**config.mk**
```make
export PLATFORM = sky130hd
export DESIGN_NAME = task_queue_ctrl
export DESIGN_NICKNAME = d
export VERILOG_FILES = /design/src/hdl/param_rounder.v /design/src/hdl/task_queue_ctrl.v
export VERILOG_INCLUDE_DIRS = /design/src /design/src/include
export SDC_FILE = /design/constraint.sdc
export NUM_CORES = 1
export LEC_CHECK = 0
export BUFFER_PORTS_ARGS = -buffer_cell sky130_fd_sc_hd__buf_2
export CAP_MARGIN = 10
export CELL_PAD_IN_SITES_DETAIL_PLACEMENT = 1
export CELL_PAD_IN_SITES_GLOBAL_PLACEMENT = 2
export CORE_ASPECT_RATIO = 0.8
export CORE_UTILIZATION = 38
export DETAILED_ROUTE_END_ITERATION = 12
export PLACE_DENSITY = 0.89
export SLEW_MARGIN = 5
export SYNTH_ARGS = -nofsm -noshare
export SYNTH_HDL_FRONTEND = slang
export SYNTH_SLANG_ARGS = --single-unit
```
**constraint.sdc**
```tcl
create_clock -name clk_i -period 9.9 [get_ports clk_i]
set_input_delay 0.99 -clock clk_i [delete_from_list [all_inputs] [get_ports clk_i]]
set_output_delay 0.99 -clock clk_i [all_outputs]
set_load 0.02 [all_outputs]
```
**src/include/task_queue_defines.vh**
```
// constants for the target task queue and reset sequencer
`ifndef TASK_QUEUE_DEFINES_VH
`define TASK_QUEUE_DEFINES_VH
// register indices, word addressed on the plain port
`define TQ_ADDR_CTRL 4'h0
`define TQ_ADDR_STATUS 4'h1
`define TQ_ADDR_MODE_CUR 4'h2
`define TQ_ADDR_MODE_SAVED 4'h3
`define TQ_ADDR_MODE_DEFAULT 4'h4
`define TQ_ADDR_UA 4'h5
`define TQ_ADDR_SENSE 4'h6
`define TQ_ADDR_RESV 4'h7
`define TQ_ADDR_PARAM 4'h8
// ctrl fields
`define TQ_CTRL_TAGGED 0
`define TQ_CTRL_HARD_RST 1
`define TQ_CTRL_LU_RST 2
`define TQ_CTRL_MODE_SAVED_VALID 3
`define TQ_CTRL_CA_CLEAR 4
// mode page 00h byte 2: bit 2 enables rounding
`define TQ_MODE_ROUND_BIT 2
`define TQ_MODE_RESET 8'h00
// task attributes
`define TQ_ATTR_UNTAGGED 2'h0
`define TQ_ATTR_SIMPLE 2'h1
`define TQ_ATTR_ORDERED 2'h2
`define TQ_ATTR_HEAD 2'h3
// status codes
`define TQ_STAT_GOOD 8'h00
`define TQ_STAT_CHECK 8'h02
`define TQ_STAT_BUSY 8'h08
// sense keys and additional sense codes
`define TQ_KEY_NONE 4'h0
`define TQ_KEY_RECOVERED 4'h1
`define TQ_KEY_ILLEGAL 4'h5
`define TQ_KEY_UNIT_ATTN 4'h6
`define TQ_KEY_ABORTED 4'hB
`define TQ_ASC_NONE 8'h00
`define TQ_ASC_ROUNDED 8'h37
`define TQ_ASC_INVALID_PARAM 8'h26
`define TQ_ASC_OVERLAP 8'h4E
`define TQ_ASC_RESET 8'h29
`endif

```
**src/hdl/param_rounder.v**
```verilog
// rounds a requested parameter to the supported grid
`timescale 1ns/100ps
module param_rounder #(
  parameter W = 8,
  parameter STEP_LOG2 = 2
) (
  input wire [W-1:0] value_i,
  input wire is_max_i,
  output wire exact_o,
  output wire [W-1:0] rounded_o
);
  wire [W-1:0] down;
  wire [W-1:0] up;
  assign down = {value_i[W-1:STEP_LOG2], {STEP_LOG2{1'b0}}};
  // a max field goes down, a min field goes up; saturate at top of range
  assign up = (&value_i[W-1:STEP_LOG2]) ? down :
              down + {{(W-STEP_LOG2-1){1'b0}}, 1'b1, {STEP_LOG2{1'b0}}};
  assign exact_o = (value_i[STEP_LOG2-1:0] == {STEP_LOG2{1'b0}});
  assign rounded_o = exact_o ? value_i : (is_max_i ? down : up);
endmodule

```
**src/hdl/task_queue_ctrl.v**
```verilog
// task queue, ordering, reset sequencing and parameter checks of a target
`timescale 1ns/100ps
`include "task_queue_defines.vh"
module task_queue_ctrl #(
  parameter DEPTH = 8,
  parameter IDX_W = 3,
  parameter INIT_N = 4,
  parameter INIT_W = 2,
  parameter TAG_W = 8,
  parameter NEST_N = 2
) (
  input wire clk_i,
  input wire arst_n_i,
  // register port
  input wire [3:0] reg_addr_i,
  input wire [31:0] reg_wdata_i,
  input wire reg_wr_i,
  input wire reg_rd_i,
  output reg [31:0] reg_rdata_o,
  // new task arriving from an initiator
  input wire cmd_valid_i,
  input wire [INIT_W-1:0] cmd_init_i,
  input wire [1:0] cmd_attr_i,
  input wire [TAG_W-1:0] cmd_tag_i,
  input wire cmd_disc_i,
  input wire cmd_clears_ua_i,
  input wire cmd_has_param_i,
  input wire [7:0] cmd_param_i,
  input wire cmd_param_max_i,
  input wire cmd_param_round_ok_i,
  input wire cmd_check_i,
  output reg resp_valid_o,
  output reg [7:0] resp_status_o,
  output reg [INIT_W-1:0] resp_init_o,
  output reg [7:0] resp_param_o,
  // dispatch to the execution engine
  output wire exec_valid_o,
  input wire exec_ready_i,
  output reg [INIT_W-1:0] exec_init_o,
  output reg [TAG_W-1:0] exec_tag_o,
  output reg exec_tagged_o,
  input wire exec_done_i,
  output reg exec_abort_o,
  // deferred error report
  input wire deferred_err_i,
  input wire [INIT_W-1:0] deferred_init_i,
  output reg deferred_valid_o,
  output reg [INIT_W-1:0] deferred_init_o,
  output reg [TAG_W-1:0] deferred_tag_o,
  // reset of nested logical units
  output reg nested_reset_o,
  output wire queue_full_o
);
  // ************************************************************
  // state
  // ************************************************************
  localparam ST_IDLE = 2'h0;
  localparam ST_ABORT = 2'h1;
  localparam ST_MODE = 2'h2;
  localparam ST_FINISH = 2'h3;

  reg [1:0] st_q;
  reg tagged_mode_q;
  reg mode_saved_valid_q;
  reg [7:0] mode_cur_q;
  reg [7:0] mode_saved_q;
  reg [7:0] mode_default_q;
  reg [INIT_N-1:0] ua_q;
  reg [INIT_N-1:0] resv_q;
  reg ca_q;
  reg [INIT_W-1:0] ca_init_q;
  reg [3:0] sense_key_q;
  reg [7:0] sense_asc_q;
  reg [INIT_W-1:0] sense_init_q;
  reg [7:0] param_last_q;
  reg busy_exec_q;
  reg [INIT_W-1:0] run_init_q;

  reg [DEPTH-1:0] v_q;
  reg [INIT_W-1:0] qi_q [0:DEPTH-1];
  reg [TAG_W-1:0] qt_q [0:DEPTH-1];
  reg [1:0] qa_q [0:DEPTH-1];
  reg [IDX_W:0] cnt_q;

  integer k;
  integer m;
  reg [INIT_N-1:0] has_tagged;
  reg [INIT_N-1:0] has_untagged;
  always @* begin
    has_tagged = {INIT_N{1'b0}};
    has_untagged = {INIT_N{1'b0}};
    for (k = 0; k < DEPTH; k = k + 1) begin
      if (v_q[k]) begin
        if (qa_q[k] == `TQ_ATTR_UNTAGGED) begin
          has_untagged[qi_q[k]] = 1'b1;
        end else begin
          has_tagged[qi_q[k]] = 1'b1;
        end
      end
    end
  end

  assign queue_full_o = (cnt_q == DEPTH[IDX_W:0]);

  // ************************************************************
  // command admission
  // ************************************************************
  wire untag = (cmd_attr_i == `TQ_ATTR_UNTAGGED);
  wire in_reset = (st_q != ST_IDLE);
  wire [INIT_N-1:0] ini_bit = {{(INIT_N-1){1'b0}}, 1'b1} << cmd_init_i;
  wire running_same = busy_exec_q && (run_init_q == cmd_init_i);
  wire overlap = cmd_valid_i && !in_reset &&
                 ((untag && |(has_tagged & ini_bit) && !ca_q) ||
                  (!untag && |(has_untagged & ini_bit)));
  wire dup_untag = untag && (|(has_untagged & ini_bit) || running_same);
  wire ca_block = ca_q && (cmd_init_i != ca_init_q);
  wire busy = in_reset || ca_block || !cmd_disc_i || queue_full_o ||
              (!tagged_mode_q && !untag) || (dup_untag && !overlap);

  wire p_exact;
  wire [7:0] p_round;
  param_rounder #(
    .W(8),
    .STEP_LOG2(2)
  ) u_round (
    .value_i(cmd_param_i),
    .is_max_i(cmd_param_max_i),
    .exact_o(p_exact),
    .rounded_o(p_round)
  );
  wire round_en = mode_cur_q[`TQ_MODE_ROUND_BIT] && cmd_param_round_ok_i;
  wire p_bad = cmd_has_param_i && !p_exact;
  wire accept = cmd_valid_i && !busy && !overlap && !(p_bad && !round_en);

  // ************************************************************
  // dispatch selection
  // ************************************************************
  // queue is kept compacted in arrival order; slot 0 is next. head
  // commands push at the front so a run of them comes out LIFO.
  // simple commands are kept in order too, which honours every fence.
  // order preserved
  wire can_issue = v_q[0] && !busy_exec_q && !ca_q && !in_reset;
  assign exec_valid_o = can_issue;
  wire issue = can_issue && exec_ready_i;

  // ************************************************************
  // sequential
  // ************************************************************
  wire wr_ctrl = reg_wr_i && (reg_addr_i == `TQ_ADDR_CTRL);
  wire hard_rst = wr_ctrl && reg_wdata_i[`TQ_CTRL_HARD_RST];
  wire lu_rst = wr_ctrl && reg_wdata_i[`TQ_CTRL_LU_RST];
  wire ua_clr = accept && cmd_clears_ua_i;

  always @(posedge clk_i or negedge arst_n_i) begin
    if (!arst_n_i) begin
      st_q <= ST_IDLE;
      tagged_mode_q <= 1'b0;
      mode_saved_valid_q <= 1'b0;
      mode_cur_q <= `TQ_MODE_RESET;
      mode_saved_q <= `TQ_MODE_RESET;
      mode_default_q <= `TQ_MODE_RESET;
      ua_q <= {INIT_N{1'b1}};
      resv_q <= {INIT_N{1'b0}};
      ca_q <= 1'b0;
      ca_init_q <= {INIT_W{1'b0}};
      sense_key_q <= `TQ_KEY_NONE;
      sense_asc_q <= `TQ_ASC_NONE;
      sense_init_q <= {INIT_W{1'b0}};
      param_last_q <= 8'h00;
      busy_exec_q <= 1'b0;
      run_init_q <= {INIT_W{1'b0}};
      v_q <= {DEPTH{1'b0}};
      cnt_q <= {(IDX_W+1){1'b0}};
      resp_valid_o <= 1'b0;
      resp_status_o <= `TQ_STAT_GOOD;
      resp_init_o <= {INIT_W{1'b0}};
      resp_param_o <= 8'h00;
      exec_init_o <= {INIT_W{1'b0}};
      exec_tag_o <= {TAG_W{1'b0}};
      exec_tagged_o <= 1'b0;
      exec_abort_o <= 1'b0;
      deferred_valid_o <= 1'b0;
      deferred_init_o <= {INIT_W{1'b0}};
      deferred_tag_o <= {TAG_W{1'b0}};
      nested_reset_o <= 1'b0;
      reg_rdata_o <= 32'h00000000;
      for (m = 0; m < DEPTH; m = m + 1) begin
        qi_q[m] <= {INIT_W{1'b0}};
        qt_q[m] <= {TAG_W{1'b0}};
        qa_q[m] <= 2'h0;
      end
    end else begin
      resp_valid_o <= 1'b0;
      exec_abort_o <= 1'b0;
      nested_reset_o <= 1'b0;
      deferred_valid_o <= 1'b0;

      // register writes
      if (reg_wr_i) begin
        case (reg_addr_i)
          `TQ_ADDR_CTRL: begin
            tagged_mode_q <= reg_wdata_i[`TQ_CTRL_TAGGED];
            mode_saved_valid_q <= reg_wdata_i[`TQ_CTRL_MODE_SAVED_VALID];
            if (reg_wdata_i[`TQ_CTRL_CA_CLEAR]) begin
              ca_q <= 1'b0;
            end
          end
          `TQ_ADDR_MODE_CUR: mode_cur_q <= reg_wdata_i[7:0];
          `TQ_ADDR_MODE_SAVED: mode_saved_q <= reg_wdata_i[7:0];
          `TQ_ADDR_MODE_DEFAULT: mode_default_q <= reg_wdata_i[7:0];
          `TQ_ADDR_RESV: resv_q <= reg_wdata_i[INIT_N-1:0];
          default: begin
          end
        endcase
      end

      // register reads, data valid one cycle later
      reg_rdata_o <= 32'h00000000;
      if (reg_rd_i) begin
        case (reg_addr_i)
          `TQ_ADDR_CTRL: reg_rdata_o <= {28'h0000000, ca_q, mode_saved_valid_q, 1'b0, tagged_mode_q};
          `TQ_ADDR_STATUS: reg_rdata_o <= {16'h0000, {(8-IDX_W-1){1'b0}}, cnt_q,
                                            5'h00, busy_exec_q, st_q};
          `TQ_ADDR_MODE_CUR: reg_rdata_o <= {24'h000000, mode_cur_q};
          `TQ_ADDR_MODE_SAVED: reg_rdata_o <= {24'h000000, mode_saved_q};
          `TQ_ADDR_MODE_DEFAULT: reg_rdata_o <= {24'h000000, mode_default_q};
          `TQ_ADDR_UA: reg_rdata_o <= {{(32-INIT_N){1'b0}}, ua_q};
          `TQ_ADDR_SENSE: reg_rdata_o <= {16'h0000, {(4-INIT_W){1'b0}}, sense_init_q, sense_key_q, sense_asc_q};
          `TQ_ADDR_RESV: reg_rdata_o <= {{(32-INIT_N){1'b0}}, resv_q};
          `TQ_ADDR_PARAM: reg_rdata_o <= {24'h000000, param_last_q};
          default: reg_rdata_o <= 32'h00000000;
        endcase
      end

      // per initiator flag, cleared by that one only
      if (ua_clr) begin
        ua_q <= ua_q & ~ini_bit;
      end

      // execution engine
      if (exec_done_i) begin
        busy_exec_q <= 1'b0;
        if (cmd_check_i) begin
          ca_q <= 1'b1;
          ca_init_q <= run_init_q;
        end
      end

      if (deferred_err_i) begin
        deferred_valid_o <= 1'b1;
        deferred_init_o <= deferred_init_i;
        deferred_tag_o <= {TAG_W{1'b0}};
      end

      if (issue) begin
        busy_exec_q <= 1'b1;
        run_init_q <= qi_q[0];
        exec_init_o <= qi_q[0];
        exec_tag_o <= qt_q[0];
        exec_tagged_o <= (qa_q[0] != `TQ_ATTR_UNTAGGED);
      end

      // admission answer
      if (cmd_valid_i) begin
        resp_valid_o <= 1'b1;
        resp_init_o <= cmd_init_i;
        resp_param_o <= cmd_param_i;
        resp_status_o <= `TQ_STAT_GOOD;
        if (busy) begin
          resp_status_o <= `TQ_STAT_BUSY;
        end else if (overlap) begin
          resp_status_o <= `TQ_STAT_CHECK;
          sense_key_q <= `TQ_KEY_ABORTED;
          sense_asc_q <= `TQ_ASC_OVERLAP;
          sense_init_q <= cmd_init_i;
        end else if (p_bad && !round_en) begin
          resp_status_o <= `TQ_STAT_CHECK;
          sense_key_q <= `TQ_KEY_ILLEGAL;
          sense_asc_q <= `TQ_ASC_INVALID_PARAM;
          sense_init_q <= cmd_init_i;
        end else if (p_bad) begin
          resp_status_o <= `TQ_STAT_CHECK;
          resp_param_o <= p_round;
          param_last_q <= p_round;
          sense_key_q <= `TQ_KEY_RECOVERED;
          sense_asc_q <= `TQ_ASC_ROUNDED;
          sense_init_q <= cmd_init_i;
        end else if (cmd_has_param_i) begin
          param_last_q <= cmd_param_i;
        end
      end

      // queue update: pop slot 0, then insert
      begin : qupd
        reg [DEPTH-1:0] nv;
        reg [INIT_W-1:0] ni [0:DEPTH-1];
        reg [TAG_W-1:0] nt [0:DEPTH-1];
        reg [1:0] na [0:DEPTH-1];
        integer j;
        reg [IDX_W:0] c;
        nv = v_q;
        c = cnt_q;
        for (j = 0; j < DEPTH; j = j + 1) begin
          ni[j] = qi_q[j];
          nt[j] = qt_q[j];
          na[j] = qa_q[j];
        end
        if (issue) begin
          for (j = 0; j < DEPTH - 1; j = j + 1) begin
            nv[j] = nv[j+1];
            ni[j] = ni[j+1];
            nt[j] = nt[j+1];
            na[j] = na[j+1];
          end
          nv[DEPTH-1] = 1'b0;
          c = c - 1'b1;
        end
        if (overlap) begin
          for (j = 0; j < DEPTH; j = j + 1) begin
            if (nv[j] && ni[j] == cmd_init_i) begin
              nv[j] = 1'b0;
            end
          end
          if (running_same) begin
            exec_abort_o <= 1'b1;
            busy_exec_q <= 1'b0;
          end
          // recompact
          c = {(IDX_W+1){1'b0}};
          for (j = 0; j < DEPTH; j = j + 1) begin
            if (nv[j]) begin
              ni[c[IDX_W-1:0]] = ni[j];
              nt[c[IDX_W-1:0]] = nt[j];
              na[c[IDX_W-1:0]] = na[j];
              c = c + 1'b1;
            end
          end
          for (j = 0; j < DEPTH; j = j + 1) begin
            nv[j] = (j < c);
          end
        end
        if (accept) begin
          if (cmd_attr_i == `TQ_ATTR_HEAD) begin
            for (j = DEPTH - 1; j > 0; j = j - 1) begin
              nv[j] = nv[j-1];
              ni[j] = ni[j-1];
              nt[j] = nt[j-1];
              na[j] = na[j-1];
            end
            nv[0] = 1'b1;
            ni[0] = cmd_init_i;
            nt[0] = cmd_tag_i;
            na[0] = cmd_attr_i;
          end else begin
            nv[c[IDX_W-1:0]] = 1'b1;
            ni[c[IDX_W-1:0]] = cmd_init_i;
            nt[c[IDX_W-1:0]] = cmd_tag_i;
            na[c[IDX_W-1:0]] = cmd_attr_i;
          end
          c = c + 1'b1;
        end
        // abort every task on unit reset
        if (st_q == ST_ABORT) begin
          nv = {DEPTH{1'b0}};
          c = {(IDX_W+1){1'b0}};
        end
        v_q <= nv;
        cnt_q <= c;
        for (j = 0; j < DEPTH; j = j + 1) begin
          qi_q[j] <= ni[j];
          qt_q[j] <= nt[j];
          qa_q[j] <= na[j];
        end
      end

      // ********************************************************
      // logical unit reset sequence
      // ********************************************************
      case (st_q)
        ST_IDLE: begin
          if (hard_rst || lu_rst) begin
            st_q <= ST_ABORT;
          end
        end
        ST_ABORT: begin
          if (busy_exec_q) begin
            exec_abort_o <= 1'b1;
          end
          busy_exec_q <= 1'b0;
          ca_q <= 1'b0;
          resv_q <= {INIT_N{1'b0}};
          st_q <= ST_MODE;
        end
        ST_MODE: begin
          mode_cur_q <= mode_saved_valid_q ? mode_saved_q : mode_default_q;
          st_q <= ST_FINISH;
        end
        ST_FINISH: begin
          ua_q <= {INIT_N{1'b1}};
          sense_key_q <= `TQ_KEY_UNIT_ATTN;
          sense_asc_q <= `TQ_ASC_RESET;
          nested_reset_o <= 1'b1;
          st_q <= ST_IDLE;
        end
        default: st_q <= ST_IDLE;
      endcase
    end
  end
endmodule

```
* Yosys cells after proc, flatten, opt, wreduce, memory -nomap -nowiden *
Cells that the tools add are included.

cells by class
  add/subtract/negate cells = 10
  multiply operators = 0
  divide/modulo/power cells = 0
  $lt $le $gt $ge = 42
  equality and inequality tests = 25
  shift-type cells = 1
  muxes and demuxes = 260
  bitwise operators = 30
  reductions and logical operators = 103

operators by type and width
  operator             count
  $mux 64              16
  $bwmux 64            8
  $mux 16              32
  $mux 8               33
  $bwmux 16            16
  $mux 4               63
  $demux 8 s3          8
  $pmux 14 s9          1
  $mux 56              1
  $or 4x4->4           14
  $logic_and 1x1->1    49
  $demux 2 s3          8
  $mux 1               44
  $mux 14              3
  $mux 2               17
  $add 4x1->4 const B  8
  $ge 4x4->1 const B   8
  $lt 4x1->1 const B   8
  $not 3->4            8
  $lt 2x3->1 const B   8
  $logic_not 2->1      11
  $eq 2x2->1           9
  $reduce_bool 2->1    9
  $demux 1 s2          8
  34 further kinds     81

word-level totals
  bits in registers = 237
  bits in latches = 0
  bits in writable memories = 0
  bits in read-only memories = 0
  input bits = 72
  output and inout bits = 77
  memories kept = 0

* Longest topological paths before layout *
  word-level depth = 66
  depth in mapped cells = 43
  mapped depth without buffers = 37

* Cells and area by module *
Synthesis repeated with hierarchy kept, for this count alone.

unflattened totals
  cells, all modules = 2289
  area total of the unflattened synthesis = 19314.8 µm²

by module, submodules not included
  module           instances  cells an instance  area each (µm²)  sequential area each (µm²)
  task_queue_ctrl  1          2263               19130.8          5210.0
  param_rounder    1          26                 183.9            0.0

* Worst setup path after synthesis *
OpenSTA, ideal clock, no wires.

  kind = input to register
  from = input exec_ready_i
  to = register qt_q[58] in the netlist's numbering
  setup time = 0.138 ns
  data arrival time = 8.387 ns
  data required time = 9.762 ns
  path slack = 1.375 ns
  stages on the path = 37
  buffers on the path = 8
  cells stage by stage = buf_2 -> nand2_1 -> buf_2 -> buf_4 -> buf_4 -> mux2_2 -> o21a_1 -> inv_1 -> ha_1 -> a211o_1 -> a21boi_1 -> inv_1 -> ha_1 -> a21oi_1 -> o21ai_1 -> and2_1 -> ha_1 -> o21ai_0 -> a21oi_1 -> a31oi_2 -> inv_2 -> ha_1 -> mux2i_1 -> o21ai_0 -> buf_2 -> ha_1 -> or2_2 -> and2_1 -> ha_1 -> a22oi_1 -> clkbuf_1 -> nand2_1 -> o221ai_1 -> and2_1 -> clkbuf_1 -> clkbuf_1 -> a22oi_1

on the way
  longest elaborated chain between the ends = 38

ends and longest elaborated chain
  what                                                            line                   source
  start, declared                                                 task_queue_ctrl.v:38   input wire exec_ready_i,
  $logic_and 1x1->1 (*)                                           task_queue_ctrl.v:144  wire issue = can_issue && exec_ready_i;
  $mux 14                                                         task_queue_ctrl.v:308  if (issue) begin
  $eq 2x2->1                                                      task_queue_ctrl.v:320  if (nv[j] && ni[j] == cmd_init_i) begin
  $logic_and 1x1->1                                               task_queue_ctrl.v:320
  $mux 1                                                          task_queue_ctrl.v:320
  $mux 1                                                          task_queue_ctrl.v:318  if (overlap) begin
  $mux 1                                                          task_queue_ctrl.v:331  if (nv[j]) begin
  $mux 4                                                          task_queue_ctrl.v:318
  [22 not listed]                                                 -
  $not 3->4 (not written as such)                                 task_queue_ctrl.v:357  nt[c[IDX_W-1:0]] = cmd_tag_i;
  $ge 4x4->1 (not written as such) or $lt 4x1->1 (tied branches)  task_queue_ctrl.v:357
  $logic_and 1x1->1 (not written as such)                         task_queue_ctrl.v:357
  $mux 8 (not written as such)                                    task_queue_ctrl.v:357
  $demux 8 s3                                                     task_queue_ctrl.v:357
  $bwmux 64                                                       task_queue_ctrl.v:357
  $mux 64                                                         task_queue_ctrl.v:343  if (cmd_attr_i == `TQ_ATTR_HEAD) begin
  $mux 64 (*)                                                     task_queue_ctrl.v:342  if (accept) begin
  end signal, assigned by index                                   task_queue_ctrl.v:189  qt_q[m] <= {TAG_W{1'b0}};
  end signal, assigned by index                                   task_queue_ctrl.v:371  qt_q[j] <= nt[j];
  end, declared                                                   task_queue_ctrl.v:81   reg [TAG_W-1:0] qt_q [0:DEPTH-1];

Mark *: on every way between the ends. The rest lies on a longest branch, timed or not. The select of a mux whose other input is x is not followed.
A chain may end at the register's enable or synchronous reset.

* Final worst setup path *
  from = register st_q[1]
  to = register qi_q[14] in the netlist's numbering

on the way
  longest elaborated chain between the ends = 41

ends and longest elaborated chain
  what                                                            line                                          source
  start, declared                                                 task_queue_ctrl.v:62                          reg [1:0] st_q;
  start signal, assigned                                          task_queue_ctrl.v:156                         st_q <= ST_IDLE;
  start signal, assigned                                          task_queue_ctrl.v:382                         st_q <= ST_ABORT;
  start signal, assigned                                          task_queue_ctrl.v:392                         st_q <= ST_MODE;
  $reduce_bool 2->1 (*)                                           task_queue_ctrl.v:109                         wire in_reset = (st_q != ST_IDLE);
  $logic_not 1->1                                                 task_queue_ctrl.v:112, task_queue_ctrl.v:142
  $logic_and 1x1->1                                               task_queue_ctrl.v:142                         wire can_issue = v_q[0] && !busy_exec_q && !ca_q && !in_reset;
  $logic_and 1x1->1                                               task_queue_ctrl.v:144
  $mux 14                                                         task_queue_ctrl.v:308
  $eq 2x2->1                                                      task_queue_ctrl.v:320
  $logic_and 1x1->1                                               task_queue_ctrl.v:320
  $mux 1                                                          task_queue_ctrl.v:320
  [25 not listed]                                                 -
  $not 3->4 (not written as such)                                 task_queue_ctrl.v:356                         ni[c[IDX_W-1:0]] = cmd_init_i;
  $ge 4x4->1 (not written as such) or $lt 4x1->1 (tied branches)  task_queue_ctrl.v:356
  $logic_and 1x1->1 (not written as such)                         task_queue_ctrl.v:356
  $mux 2 (not written as such)                                    task_queue_ctrl.v:356
  $demux 2 s3                                                     task_queue_ctrl.v:356
  $bwmux 16                                                       task_queue_ctrl.v:356
  $mux 16                                                         task_queue_ctrl.v:343
  $mux 16 (*)                                                     task_queue_ctrl.v:342
  end signal, assigned by index                                   task_queue_ctrl.v:188                         qi_q[m] <= {INIT_W{1'b0}};
  end signal, assigned by index                                   task_queue_ctrl.v:370                         qi_q[j] <= ni[j];
  end, declared                                                   task_queue_ctrl.v:80                          reg [INIT_W-1:0] qi_q [0:DEPTH-1];

Marked as above.

==> results.toml <==
[run_status]
status = "complete, no violations"

[setup_path]
worstReg2RegStart = "st_q[1]"
critPathArrivalTime_ns = 9.77
end_kind = "flop"
crit_type = "reg -> reg"
worstRegToRegCells = 36
cp-start-kind = "flop"
r2r_setup_slack_ns = 0.59
crit_path_frequent_cell = "ha_1"
crit_required_ns = 10.36
cp_slowest_stage_delay_ns = 0.74
cp.depth = 36
endpoint = "qi_q[14]"
crit_buf_inv = 7
r2r_end = "qi_q[14]"
worstPathMaxFanout = 23
crit_start = "st_q[1]"
cp_top_family = "compound AO/OA/AOI/OAI gates"
slowest_stage = "a22oi_1"

[detailed_routing]
wl_um = 98880
wl_per_cell_um = 32.11
dr.first_iter.drc_count = 2812
post-route-drc-count = 0
dr.pass1.iters = 6
antenna_left = 0
num_vias = 21300
via_per_inst = 6.917

[yosys]
ys_warn_count = 0
synthCells = 2352
ys_seq_area_frac = 0.2640
syn_area_per_cell_um2 = 8.390
yosys_most_used_dff = "dfrtp_1"
synthArstFlopShare = 1.000
syn-cell-area_um2 = 19730
synth_cell_types = 115
synth_seq_cells = 208
synth_edf_count = 0

[floorplanning]
die_area_um2 = 52850
core_um2 = 51200
rows = 74
die_y_um = 205.8
die_w_um = 256.8
io_pins = 149
start_util = 0.3854

[clock_tree]
htreeDepth = 1
clk_pin_slew_worst_paths_ns = 0.06
cts_buffers = 24
root_buffer = "clkbuf_16"
cts_hold_buf = 0
clock-sinks = 208
cts_tree = "built"
postCtsResizedCells = 0
post_cts_buffers = 0
clockBufferDepth = 3
clk_latency_ns = 0.56

[sta]
grt_setup_unrepaired = "no"
tightest_slew_ns = 1.259
max_freq_ghz = 0.1074
max-slew-margin-rel = 0.1574
fin_crit_sh = 0.9407
tns_ns = 0
setup_viol = 0
setup_slack_ns = 0.5872
skew_ns = 0.01690
slew_viol_final = 0
hold_viol_final = 0
fin_crit_ns = 9.313

[placed_design]
gp_congestion = 0.9950
hpwlAfterDp_um = 66990
place_area_um2 = 20920
post-place-ws_ns = 0.8353
io_buffers = 92

[power_and_ir_drop]
cellLeakagePower_nw = 9.956
ir_drop_mv = 0.1393
power_density_nw_per_um2 = 260.2

[layout]
final_common_cell = "mux2i_1"
multi_input_area_um2 = 13560
layout-drive-gt1-share = 0.1763
finalNetCount = 2463
final_design_area_no_fill_um2 = 21730
fill_cells = 6099
area_growth_pct = 10.11
area.sequential_um2 = 5210
most-common-layout-cells = "mux2i_1, nor2_1, dfrtp_1, nand2_1, o21ai_0"
post-route-util = 0.4244

[flow_run]
max_cap_violations = 0

[grt]
grt_overflow = 0
grtUsageTotal = 0.3654
grt_pass1_vias = 20780
antenna_found_initial = 2
grt_max_degree = 110
grt_pass1_wl_um = 143100

[worst_hold_path]
hp-class = "in -> async"
==> per-stage QoR <==
step	power [W]	cells	hold WS [ns]
after floorplan	0.003519	2383	0.4418
after global placement	0.004465	3033	0.4571
after detailed placement	0.004571	3033	0.4730
after CTS	0.005528	3077	0.4825
after global routing	0.005914	3077	0.4977
final	0.005654	3079	0.4759
==> sequential cells by signal, summed over array words and instances, names as in the netlist, 8 cells and up <==
signal          flops
exec_tag_o          8
mode_default_q      8
qt_q               64
v_q                 8
reg_rdata_o        14
qa_q               16
mode_cur_q          8
resp_param_o        8
qi_q               16
param_last_q        8
mode_saved_q        8
==> synth_stat cells (all sizes together) (7+ instances only) <==
cell type	n	area share
o211ai	43	0.018
nand2b	11	0.0035
buf	94	0.029
nand3b	10	0.0038
o221ai	23	0.010
or2	14	0.0044
and3	26	0.0082
a21oi	132	0.034
a31oi	19	0.0063
a22o	14	0.0062
nand3	62	0.017
nand4	26	0.0082
xor2	13	0.0069
nor2	223	0.043
o211a	10	0.0051
a211o	29	0.013
mux2i	272	0.14
dfrtp	204	0.26
o21ai	146	0.038
or3	13	0.0041
a22oi	23	0.0087
o22ai	36	0.011
nor4	12	0.0058
nor3	53	0.014
o31ai	15	0.0060
inv	42	0.0080
a221o	16	0.0081
clkbuf	118	0.022
a211oi	61	0.024
nand2	205	0.039
and2	22	0.0070
a2111oi	7	0.0044
mux2	105	0.060
a221oi	37	0.018
a21o	12	0.0046
ha	15	0.0095
nor2b	43	0.014
o21a	10	0.0038
a32oi	7	0.0031
xnor2	19	0.0098
==> power by group <==
| part | switching [W] | internal, W |
|---|---|---|
| clock network | 0.000409 | 0.000539 |
| registers | 0.000350 | 0.00112 |
| logic | 0.00208 | 0.00116 |
==> worst min-delay path by stage <==
stage / slack [ns] / startpoint / to / cells after the start
after floorplan: 0.44 / sense_init_q[0] / sense_init_q[0] / 2
after global placement: 0.46 / mode_cur_q[6] / mode_cur_q[6] / 2
after detailed placement: 0.47 / ua_q[0] / ua_q[0] / 2
after CTS: 0.48 / ua_q[0] / ua_q[0] / 2
after global routing: 0.50 / param_last_q[0] / param_last_q[0] / 1
final: 0.48 / arst_n_i / mode_default_q[4] / 1
==> cell type report <==
type                            count  area share
Multi-Input combinational cell   1920      0.6243
Sequential cell                   208      0.2398
Timing Repair Buffer              178     0.05194
Tap cell                          684     0.03939
Clock buffer                       33     0.03156
Inverter                           43    0.007428
Clock inverter                     11    0.005413
Antenna cell                        2   0.0002303
==> logic make-up after synthesis <==
family / synth area share
other: 0.0001900
buffers and inverters: 0.05998
xor gates and xnor gates: 0.02270
and+or+nand+nor: 0.1823
DFF: 0.2640
adders and majority gates: 0.01053
AOI/OAI and AO/OA: 0.2553
muxes: 0.2050
==> worst reg2reg max path, delay by kind of cell (launching register included) <==
| kind | cells | cell delay (ns) |
|---|---|---|
| multiplexers | 2 | 0.52 |
| buffers and inverters | 7 | 1.40 |
| AND/OR/NAND/NOR | 7 | 1.93 |
| adder cells (fa/ha/maj) | 7 | 1.95 |
| flip-flops | 1 | 0.45 |
| AO/OA/AOI/OAI | 13 | 3.00 |
==> metal layers <==
metal | vias up | part of all wire | track usage
met5 | - | 0.00024 | 0
met4 | 4 | 0.062 | 0.1928
met3 | 383 | 0.12 | 0.09916
met2 | 1416 | 0.40 | 0.5148
met1 | 10640 | 0.42 | 0.5049
li1 | 8857 | - | -
Power figures use the tool's default switching activity.
